<file path="src/hw/pwo_pkg.sv">
// Purpose: shared constants and types for the PWM output stage
// Assumes: APB byte address is four times the register index
// Notes:   all registers are eight bits wide, upper bus bits read zero
package pwo_pkg;
	localparam int NCH    = 6;
	localparam int NPAIR  = 3;
	localparam int ADDR_W = 12;
	localparam int DT_W   = 9;
	localparam int CNT_W  = 16;

	// register indices
	localparam logic [7:0] IDX_POL   = 8'hd6;
	localparam logic [7:0] IDX_BRK   = 8'hd7;
	localparam logic [7:0] IDX_CTL0  = 8'hd8;
	localparam logic [7:0] IDX_CTL1  = 8'hdf;
	localparam logic [7:0] IDX_TA    = 8'hc7;
	localparam logic [7:0] IDX_DTEN  = 8'hf9;
	localparam logic [7:0] IDX_DTCNT = 8'hfa;
	localparam logic [7:0] IDX_MEN   = 8'hfb;
	localparam logic [7:0] IDX_MLV   = 8'hfc;

	// reset values and writable bits
	localparam logic [7:0] REG_RST   = 8'h00;
	localparam logic [7:0] MASK_CH   = 8'h3f;
	localparam logic [7:0] MASK_DTEN = 8'h17;
	localparam logic [7:0] MASK_BRK  = 8'h7f;
	localparam logic [CNT_W-1:0] CNT_ZERO = 16'h0000;

	// unlock keys
	localparam logic [7:0] TA_KEY1 = 8'haa;
	localparam logic [7:0] TA_KEY2 = 8'h55;

	// field positions
	localparam int BIT_RUN  = 7;
	localparam int BIT_FLAG = 7;
	localparam int BIT_EDGE = 6;
	localparam int BIT_DT8  = 4;

	localparam int DEBOUNCE_CYC = 8;

	typedef enum logic [1:0] {
		PWO_MODE_INDEP = 2'b00,
		PWO_MODE_COMPL = 2'b01,
		PWO_MODE_SYNC  = 2'b10,
		PWO_MODE_RSVD  = 2'b11
	} pwo_mode_e;

	typedef struct packed {
		pwo_mode_e  mode;
		logic       group;
		logic       center;
		logic       pin_en;
		logic [2:0] clk_div;
	} pwo_ctl1_s;

	typedef enum logic [1:0] {
		PWO_TA_LOCKED = 2'b00,
		PWO_TA_KEY1   = 2'b01,
		PWO_TA_OPEN   = 2'b10
	} pwo_ta_e;
endpackage

</file>
<file path="src/hw/pwo_deadtime.sv">
// Purpose: dead-time insertion for one complementary channel pair
// Assumes: tick is a one-cycle enable at the PWM clock rate
// Notes:   holds back any 0-to-1 edge until the down-counter underflows
`timescale 1ns/1ps
module pwo_deadtime #(
	parameter int W = 9
) (
	// clock and reset
	input  wire logic         pclk,
	input  wire logic         presetn,
	// control
	input  wire logic         tick,
	input  wire logic         enable,
	input  wire logic [W-1:0] len,
	// pair signals
	input  wire logic         sig_a,
	input  wire logic         sig_b,
	output logic              out_a,
	output logic              out_b
);
	logic         prev_a;
	logic         prev_b;
	logic         busy;
	logic [W-1:0] cnt;
	logic         rise;
	logic         hold;

	if (W < 2) begin : g_bad_width
		$error("dead-time width too small");
	end

	assign rise = (sig_a & ~prev_a) | (sig_b & ~prev_b);
	// covers the edge cycle itself, before busy is up
	assign hold = busy | (rise & enable);
	assign out_a = sig_a & ~hold; // [RULE_01] [RULE_20]
	assign out_b = sig_b & ~hold; // [RULE_01] [RULE_20]

	always_ff @(posedge pclk or negedge presetn) begin
		if (!presetn) begin
			prev_a <= 1'b0;
			prev_b <= 1'b0;
		end else begin
			prev_a <= sig_a;
			prev_b <= sig_b;
		end
	end

	always_ff @(posedge pclk or negedge presetn) begin
		if (!presetn) begin
			busy <= 1'b0;
			cnt  <= '0;
		end else if (!enable) begin
			busy <= 1'b0;
		end else if (rise) begin
			busy <= 1'b1; // [RULE_23]
			cnt  <= len;
		end else if (busy && tick) begin
			if (cnt == '0) begin
				busy <= 1'b0; // [RULE_23]
			end else begin
				cnt <= cnt - 1'b1;
			end
		end
	end
endmodule

</file>
<file path="src/hw/pwo_output_stage.sv">
// Purpose: six-channel PWM output stage with brake and dead time
// Assumes: raw signals and tick come from the generator on pclk
// Notes:   brake pin is asynchronous and passes a two-stage synchroniser
`timescale 1ns/1ps

// Behaviour
// [RULE_01] per-pair dead-time enable delays rising edges
// [RULE_02] dead-time enable honoured only in complementary mode
// [RULE_03] dead-time length is nine bits, msb separate
// [RULE_04] counter used only for enabled complementary pairs
// [RULE_05] dead-time registers need unlock before writing
// [RULE_06] synchronous mode copies even channel to odd
// [RULE_07] mask enable replaces channel with mask level
// [RULE_08] mask level bit forces low or high
// [RULE_09] polarity also inverts the forced mask level
// [RULE_10] brake pin acts only when pin enabled
// [RULE_11] brake drives channels to brake levels
// [RULE_12] brake clears run and resets counter
// [RULE_13] brake sets flag; only software clears it
// [RULE_14] brake levels hold until run set again
// [RULE_15] edge select picks falling or rising fault
// [RULE_16] brake pin debounced over eight clocks
// [RULE_17] comparator event brakes exactly like the pin
// [RULE_18] polarity bit inverts the pin output
// [RULE_19] complementary mode odd channel inverts even
// [RULE_20] rising edges held until counter underflows
// [RULE_21] mode field: independent, complementary, synchronous
// [RULE_22] order: mode, dead time, mask, brake, polarity
// [RULE_23] counter reloads on rise, counts per tick
module pwo_output_stage
	import pwo_pkg::*;
(
	// clock and reset
	input  wire logic              pclk,
	input  wire logic              presetn,
	// apb slave
	input  wire logic              psel,
	input  wire logic              penable,
	input  wire logic              pwrite,
	input  wire logic [ADDR_W-1:0] paddr,
	input  wire logic [31:0]       pwdata,
	output logic      [31:0]       prdata,
	output logic                   pready,
	output logic                   pslverr,
	// generator link
	input  wire logic [NCH-1:0]    raw_generator_signal,
	input  wire logic              pwm_tick,
	output logic                   generator_run,
	output logic                   counter_reset,
	output logic      [CNT_W-1:0]  counter_load_value,
	output pwo_ctl1_s              pwm_control_1,
	// fault sources
	input  wire logic              brake_input_pin,
	input  wire logic              adc_cmp_event,
	output logic                   brake_flag,
	output logic                   brake_active,
	// output pins
	output logic      [NCH-1:0]    pwm_pin
);
	logic [7:0]     output_polarity_invert;
	logic [6:0]     brake_data;
	logic [7:0]     deadtime_enable;
	logic [7:0]     deadtime_length;
	logic [7:0]     mask_enable;
	logic [7:0]     mask_level;
	pwo_ta_e        ta_state;
	logic [7:0]     idx;
	logic           addr_ok;
	logic           hit;
	logic           wr;
	logic [7:0]     rd_mux;
	logic [DT_W-1:0] dt_len;
	logic           pin_s1;
	logic           pin_s2;
	logic           pin_filt;
	logic [3:0]     deb_cnt;
	logic [2:0]     warm;
	logic           pin_ev;
	logic           brk_ev;
	logic           brk_now;
	logic [NCH-1:0] mode_out;
	logic [NCH-1:0] dt_out;
	logic [NCH-1:0] next_pin;
	logic [NPAIR-1:0] dt_on;

	// apb decode; zero wait states, so every access ends in one cycle
	assign pready  = 1'b1;
	assign idx     = paddr[9:2];
	assign addr_ok = (paddr[1:0] == 2'b00) && (paddr[ADDR_W-1:10] == '0);
	assign wr      = psel && penable && pwrite && hit;
	assign pslverr = psel && penable && !hit;
	assign counter_load_value = CNT_ZERO; // [RULE_12]

	always_comb begin
		hit    = addr_ok;
		rd_mux = REG_RST;
		case (idx)
			IDX_POL:   rd_mux = output_polarity_invert;
			IDX_BRK:   rd_mux = {brake_flag, brake_data};
			IDX_CTL0:  rd_mux = {generator_run, 7'h00};
			IDX_CTL1:  rd_mux = pwm_control_1;
			IDX_TA:    rd_mux = {7'h00, ta_state == PWO_TA_OPEN};
			IDX_DTEN:  rd_mux = deadtime_enable;
			IDX_DTCNT: rd_mux = deadtime_length;
			IDX_MEN:   rd_mux = mask_enable;
			IDX_MLV:   rd_mux = mask_level;
			default:   hit    = 1'b0;
		endcase
	end

	always_ff @(posedge pclk or negedge presetn) begin
		if (!presetn) begin
			prdata <= 32'h0000_0000;
		end else if (psel && !penable) begin
			prdata <= hit ? {24'h00_0000, rd_mux} : 32'h0000_0000;
		end
	end

	// timed access: two keys open one protected write
	always_ff @(posedge pclk or negedge presetn) begin
		if (!presetn) begin
			ta_state <= PWO_TA_LOCKED;
		end else if (wr) begin
			case (ta_state)
				PWO_TA_LOCKED: begin
					if (idx == IDX_TA && pwdata[7:0] == TA_KEY1) begin
						ta_state <= PWO_TA_KEY1;
					end
				end
				PWO_TA_KEY1: begin
					if (idx == IDX_TA && pwdata[7:0] == TA_KEY2) begin
						ta_state <= PWO_TA_OPEN;
					end else begin
						ta_state <= PWO_TA_LOCKED;
					end
				end
				// any write to a mapped register closes the window again
				PWO_TA_OPEN: ta_state <= PWO_TA_LOCKED; // [RULE_05]
				default:     ta_state <= PWO_TA_LOCKED;
			endcase
		end
	end

	always_ff @(posedge pclk or negedge presetn) begin
		if (!presetn) begin
			deadtime_enable <= REG_RST;
			deadtime_length <= REG_RST;
		end else if (wr && ta_state == PWO_TA_OPEN) begin // [RULE_05]
			if (idx == IDX_DTEN) begin
				deadtime_enable <= pwdata[7:0] & MASK_DTEN;
			end
			if (idx == IDX_DTCNT) begin
				deadtime_length <= pwdata[7:0];
			end
		end
	end

	always_ff @(posedge pclk or negedge presetn) begin
		if (!presetn) begin
			output_polarity_invert <= REG_RST; // [RULE_18]
			mask_enable            <= REG_RST; // [RULE_07]
			mask_level             <= REG_RST;
			pwm_control_1          <= REG_RST; // [RULE_21]
			brake_data             <= REG_RST[6:0];
		end else if (wr) begin
			case (idx)
				IDX_POL:  output_polarity_invert <= pwdata[7:0] & MASK_CH;
				IDX_MEN:  mask_enable <= pwdata[7:0] & MASK_CH;
				IDX_MLV:  mask_level  <= pwdata[7:0] & MASK_CH;
				IDX_CTL1: pwm_control_1 <= pwdata[7:0];
				IDX_BRK:  brake_data  <= pwdata[6:0] & MASK_BRK[6:0];
				default:  ;
			endcase
		end
	end

	// brake pin: synchronise, then debounce
	always_ff @(posedge pclk or negedge presetn) begin
		if (!presetn) begin
			pin_s1 <= 1'b0;
			pin_s2 <= 1'b0;
			warm   <= 3'b000;
		end else begin
			pin_s1 <= brake_input_pin;
			pin_s2 <= pin_s1;
			warm   <= {warm[1:0], 1'b1};
		end
	end

	// filter preloads once the synchroniser holds the real level,
	// so a pin idling high never looks like an edge after reset
	always_ff @(posedge pclk or negedge presetn) begin
		if (!presetn) begin
			pin_filt <= 1'b0;
			deb_cnt  <= 4'h0;
			pin_ev   <= 1'b0;
		end else begin
			pin_ev <= 1'b0;
			if (warm == 3'b011) begin
				pin_filt <= pin_s2;
				deb_cnt  <= 4'h0;
			end else if (pin_s2 == pin_filt) begin
				deb_cnt <= 4'h0;
			end else if (deb_cnt == 4'(DEBOUNCE_CYC - 1)) begin // [RULE_16]
				pin_filt <= pin_s2;
				deb_cnt  <= 4'h0;
				pin_ev   <= (pin_s2 == brake_data[BIT_EDGE]); // [RULE_15]
			end else begin
				deb_cnt <= deb_cnt + 4'h1;
			end
		end
	end

	assign brk_ev  = (pin_ev && pwm_control_1.pin_en) // [RULE_10]
		|| adc_cmp_event; // [RULE_17]
	assign brk_now = brake_active || brk_ev;

	// hardware set wins over a software clear in the same cycle
	always_ff @(posedge pclk or negedge presetn) begin
		if (!presetn) begin
			brake_flag <= 1'b0;
		end else if (brk_ev) begin
			brake_flag <= 1'b1; // [RULE_13]
		end else if (wr && idx == IDX_BRK && !pwdata[BIT_FLAG]) begin
			brake_flag <= 1'b0; // [RULE_13]
		end
	end

	always_ff @(posedge pclk or negedge presetn) begin
		if (!presetn) begin
			generator_run <= 1'b0;
			brake_active  <= 1'b0;
			counter_reset <= 1'b0;
		end else begin
			counter_reset <= brk_ev; // [RULE_12]
			if (brk_ev) begin
				generator_run <= 1'b0; // [RULE_12]
				brake_active  <= 1'b1;
			end else if (wr && idx == IDX_CTL0) begin
				generator_run <= pwdata[BIT_RUN];
				if (pwdata[BIT_RUN]) begin
					brake_active <= 1'b0; // [RULE_14]
				end
			end
		end
	end

	// mode stage and dead time per pair
	assign dt_len = {deadtime_enable[BIT_DT8], deadtime_length}; // [RULE_03]

	for (genvar p = 0; p < NPAIR; p++) begin : g_pair
		always_comb begin
			mode_out[2*p] = raw_generator_signal[2*p];
			case (pwm_control_1.mode)
				PWO_MODE_COMPL: begin
					mode_out[2*p+1] = ~raw_generator_signal[2*p]; // [RULE_19]
				end
				PWO_MODE_SYNC: begin
					mode_out[2*p+1] = raw_generator_signal[2*p]; // [RULE_06]
				end
				default: begin
					mode_out[2*p+1] = raw_generator_signal[2*p+1];
				end
			endcase
		end

		assign dt_on[p] = deadtime_enable[p] // [RULE_02] [RULE_04]
			&& pwm_control_1.mode == PWO_MODE_COMPL;

		pwo_deadtime #(
			.W (DT_W)
		) u_dt (
			.pclk    (pclk),
			.presetn (presetn),
			.tick    (pwm_tick),
			.enable  (dt_on[p]),
			.len     (dt_len),
			.sig_a   (mode_out[2*p]),
			.sig_b   (mode_out[2*p+1]),
			.out_a   (dt_out[2*p]),
			.out_b   (dt_out[2*p+1])
		);
	end

	// mask, then brake, then polarity: brake must beat the mask
	for (genvar c = 0; c < NCH; c++) begin : g_chan
		logic masked;
		logic braked;
		assign masked = mask_enable[c] ? mask_level[c] : dt_out[c]; // [RULE_08]
		assign braked = brk_now ? brake_data[c] : masked; // [RULE_11] [RULE_22]
		assign next_pin[c] = braked ^ output_polarity_invert[c]; // [RULE_09]
	end

	always_ff @(posedge pclk or negedge presetn) begin
		if (!presetn) begin
			pwm_pin <= '0;
		end else begin
			pwm_pin <= next_pin; // [RULE_18]
		end
	end
endmodule

</file>
<file path="config.mk">
export PLATFORM = sky130hd
export DESIGN_NAME = pwo_output_stage
export DESIGN_NICKNAME = d
export VERILOG_FILES = /design/src/hw/pwo_pkg.sv /design/src/hw/pwo_deadtime.sv /design/src/hw/pwo_output_stage.sv
export SDC_FILE = /design/constraint.sdc
export NUM_CORES = 1
export LEC_CHECK = 0
export ABC_AREA = 1
export BUFFER_PORTS_ARGS = -buffer_cell sky130_fd_sc_hd__buf_4
export CAP_MARGIN = 10
export CORE_UTILIZATION = 35
export DETAILED_ROUTE_END_ITERATION = 7
export HOLD_SLACK_MARGIN = 0.12
export PLACE_DENSITY = 0.62
export SLEW_MARGIN = 20
export SYNTH_ARGS = -nofsm -noshare
export SYNTH_HDL_FRONTEND = slang
export SYNTH_HIERARCHICAL = 1
export SYNTH_SLANG_ARGS = --single-unit
</file>
<file path="constraint.sdc">
create_clock -name pclk -period 2 [get_ports pclk]
set_input_delay 0.4 -clock pclk [delete_from_list [all_inputs] [get_ports pclk]]
set_output_delay 0.4 -clock pclk [all_outputs]
set_load 0.01 [all_outputs]
</file>
==> run summary <==
Final critical-path setup slack: -31.6 ps. The count of endpoints failing hold in the final timing report came out at 0. The floorplan step defined a die boundary enclosing 19700 sq um. Traced cell by cell, the critical path runs through ha_1 > inv_2 > buf_4 > o21a_1 > inv_2 > o21ai_4 > nand2_4 > nand2_4 > nor2_2 > nand2_1 > o211ai_1 > o21ai_1 > xor2_1.

The overall track demand over capacity in global routing is 0.181, and the overall via count from detail_route is 5838. The die is 140 microns wide. The clock slew seen by the registers of the worst setup and hold paths was 80 ps; the maximum count of clock buffers along a single path was 2. The worst-case vdd ir drop was 0.415 mV. The largest fanout on the critical path came out at 6. The transition time of the tightest slew-check pin is 644 ps, and the final critical-path required period is 2030 ps.

The largest individual stage delay along the critical path comes from the cell sky130_fd_sc_hd__dfrtp_1. In this design, the stage delay of the slowest critical-path cell is 410 ps. The synthesized area divided by synthesized cell count was 7.67 sq um.

In the layout the commonest cells are sky130_fd_sc_hd__nand2_1 (209), sky130_fd_sc_hd__inv_1 (116), sky130_fd_sc_hd__dfrtp_1 (112), sky130_fd_sc_hd__buf_4 (112), sky130_fd_sc_hd__nand3_1 (57). The leading cell type in the layout, fill and taps excluded was sky130_fd_sc_hd__nand2_1. Dividing the detail-routed via count by the number of cells gives 4.75. The headroom to the max-slew limit is 0.571, and the share of synthesized area occupied by flip-flops and latches is 0.418. The setup check on the worst reg-to-reg path leaves a slack of -30 ps.

The final layout contains 1053 nets. STA classifies the critical path startpoint as a flop. The post-route DRC violation count is 0. The startpoint-to-endpoint class of the critical path is flop to flop. The synthesized flop and latch total is 112. For this block, the routed nets add up to 17.2 mm of wire.

The share of the clock period used by the worst path after layout is 1.02, and the number of maximum-capacitance violations is 0. Wire segments on met3 add up to 713 microns in the final route. The logs give 492 MHz for the fmax and 9 for the number of buffers added by the clock tree synthesis step. The count of warnings emitted by yosys is 6, and the power density over the cells is 568 nW/um^2.

In the final timing run, aggregate negative setup slack is -89.2 ps. Input and output buffers added on the ports amount to 60. Together, buffers and inverters on the worst path number 3. The number of antenna violations at the first check in global routing was 0; the mapped cell area was 6700 sq um.

Data on the critical path is required at its endpoint by 2250 ps. 126 I/O pins were placed. Initial cell density of the core: 0.357.

The first routing iteration left 283 violations. The first-pass GRT wire length is 28.1 mm. The run finished, with violations left. The logs give 113 for the maximum number of pins on one net before global-route repair and 360 ps for the clock insertion delay at the later pin of the skew report. The count of pins over their slew limit is 0. The placer congestion estimate was 0.861. Summed over all nets, wire length on met2 after detailed routing comes to 8.38 mm. The total grt overflow is 0, and the antenna diode count is 0. The core region is 18800 sq um. The tools report the via count of the first global-routing pass as 5622.

The number of failing setup endpoints in the final timing report came out at 5. STA classifies the critical path endpoint as a flop. From bottom edge to top edge, the die measures 140 microns. Counting distinct cell types in the post-synthesis netlist gives 39. For the sink count of the clock tree, the log shows 112. Proportion of layout cells with a drive suffix above 1: 0.271. TritonCTS built the clock tree. The clock tree root buffer cell was sky130_fd_sc_hd__clkbuf_16. The final HPWL from detailed placement was 12.5 mm. Setup repair after global routing could not meet its margin everywhere.

The class of the worst hold path is input pin to async pin. The run gives 7.73 mm as the post-route met1 wirelength. The number of instances in the synthesized netlist came out at 874.

Row generation in the floorplan step produced 50 rows. Before antenna repair, the detailed router went through 5 iterations. The H-tree generated during clock tree synthesis spans 3 levels. Between clock sinks in the finished design, the worst skew comes to 10.9 ps.

The routed wire length per instance was 14.0 microns; the final core utilization was 0.440. STA puts the critical path data arrival time at 2280 ps. In this run the static leakage power is 4.17 nW. The final reports fail on negative setup slack. Signal routing reaches up to met4.

The family with the most delay on the worst path was compound AO/OA/AOI/OAI gates. Once detail routing completed, the nets flagged for antenna violations numbered 0. Area added between synthesis and finish: 23.1%.
[metal layers]
metal | vias to the layer above | GRT usage
met5 | - | 0
met4 | 0 | 0.0567
met3 | 24 | 0.0308
met2 | 147 | 0.307
met1 | 2749 | 0.235
li1 | 2918 | -
[state kept, by name, summed over array words and instances (netlist names), 2 cells and up]
name,count
g_pair.u_dt/cnt,27
deadtime_length,8
prdata,8
pwm_control_1,8
brake_data,7
mask_enable,6
mask_level,6
output_polarity_invert,6
pwm_pin,6
deadtime_enable,4
deb_cnt,4
g_pair.u_dt/busy,3
g_pair.u_dt/prev_a,3
g_pair.u_dt/prev_b,3
warm,3
ta_state,2
[area by class of cell]
type                            instances  area (sq um)
Clock inverter                          7          91.3
Timing Repair Buffer                  125           992
Multi-Input combinational cell        609          3350
Clock buffer                            9           225
Fill cell                            1878         10500
Sequential cell                       112          2800
Inverter                              132           498
Tap cell                              234           293
[through the flow]
step                      cells  setup WS (ps)  power [mW]  hold slack [ps]  area (sq um)
after floorplan             914           26.4        2.64              104          6850
after global routing       1228           -169        4.88              128          8250
after global placement     1195           -132        2.77              332          7540
after CTS                  1222          -26.1        4.71              122          8020
final                      1228          -31.6        4.69             82.4          8250
after detailed placement   1195           -132        2.77              338          7540
[worst register-to-register path: stages (launching register included)]
cell and delay [ps]:
sky130_fd_sc_hd__dfrtp_1 410, sky130_fd_sc_hd__ha_1 300, sky130_fd_sc_hd__inv_2 60, sky130_fd_sc_hd__buf_4 130, sky130_fd_sc_hd__o21a_1 190, sky130_fd_sc_hd__inv_2 80, sky130_fd_sc_hd__o21ai_4 70, sky130_fd_sc_hd__nand2_4 70
sky130_fd_sc_hd__nand2_4 60, sky130_fd_sc_hd__nor2_2 120, sky130_fd_sc_hd__nand2_1 60, sky130_fd_sc_hd__o211ai_1 90, sky130_fd_sc_hd__o21ai_1 120, sky130_fd_sc_hd__xor2_1 150
[final timing paths]
check,start,end,cells after the start
min,presetn,g_pair[2].u_dt/cnt[1],2
min reg2reg,pin_s1,pin_s2,0
min in group pclk,raw_generator_signal[4],g_pair[2].u_dt/prev_a,1
max in group asynchronous,presetn,mask_enable[2],2
max reg2reg,pwm_control_1[7],pwm_pin[5],13
max,pwm_control_1[7],pwm_pin[5],13
[synthesized netlist by cell type, drive strengths merged]
cell type  number  area, sq um
xnor2           1         8.76
nor4            3         25.0
o21bai         13         97.6
nor2           75          358
a21oi           4         20.0
nand2         248         1060
o21ai          87          503
ha              6         75.1
buf            56          414
dfrtp         112         2800
or2             6         37.5
o21a            3         22.5
o2111ai         2         17.5
nand3          76          438
nand3b          1         7.51
clkbuf          5         18.8
conb            2         7.51
nand4           8         50.1
clkinv          1         3.75
nor3            7         40.0
xor2            8         70.1
mux2            1         11.3
o211ai         12         90.1
inv           131          492
o22ai           6         37.5
[cells by family (layout without fill, tap and decap cells)]
group,count (synthesis),in the layout,synth area share
xor+xnor,9,9,0.0118
fa+ha+maj,6,6,0.0112
simple gates,424,424,0.300
mux,1,1,0.00168
buf+inv,193,273,0.138
other cells,2,42,0.00112
compound gates,127,127,0.118
flops,112,112,0.418
[where the power goes]
group | switching [mW] | leakage (nW) | internal, mW | total, mW
Combinational | 0.287 | 2.79 | 0.170 | 0.458
Clock | 0.996 | 0.155 | 0.918 | 1.91
Sequential | 0.0212 | 1.22 | 2.30 | 2.32
Total | 1.30 | 4.17 | 3.39 | 4.69
[what timing repair did]
item	in CTS	in global routing
resized for setup	33	49
pin swaps	9	20
buffers inserted	11	4
endpoints found under the hold margin	0	1
cloned	0	1
hold buffers	0	1
endpoints found under the setup margin	25	35
Note: power is estimated with default switching activity, not from simulation.
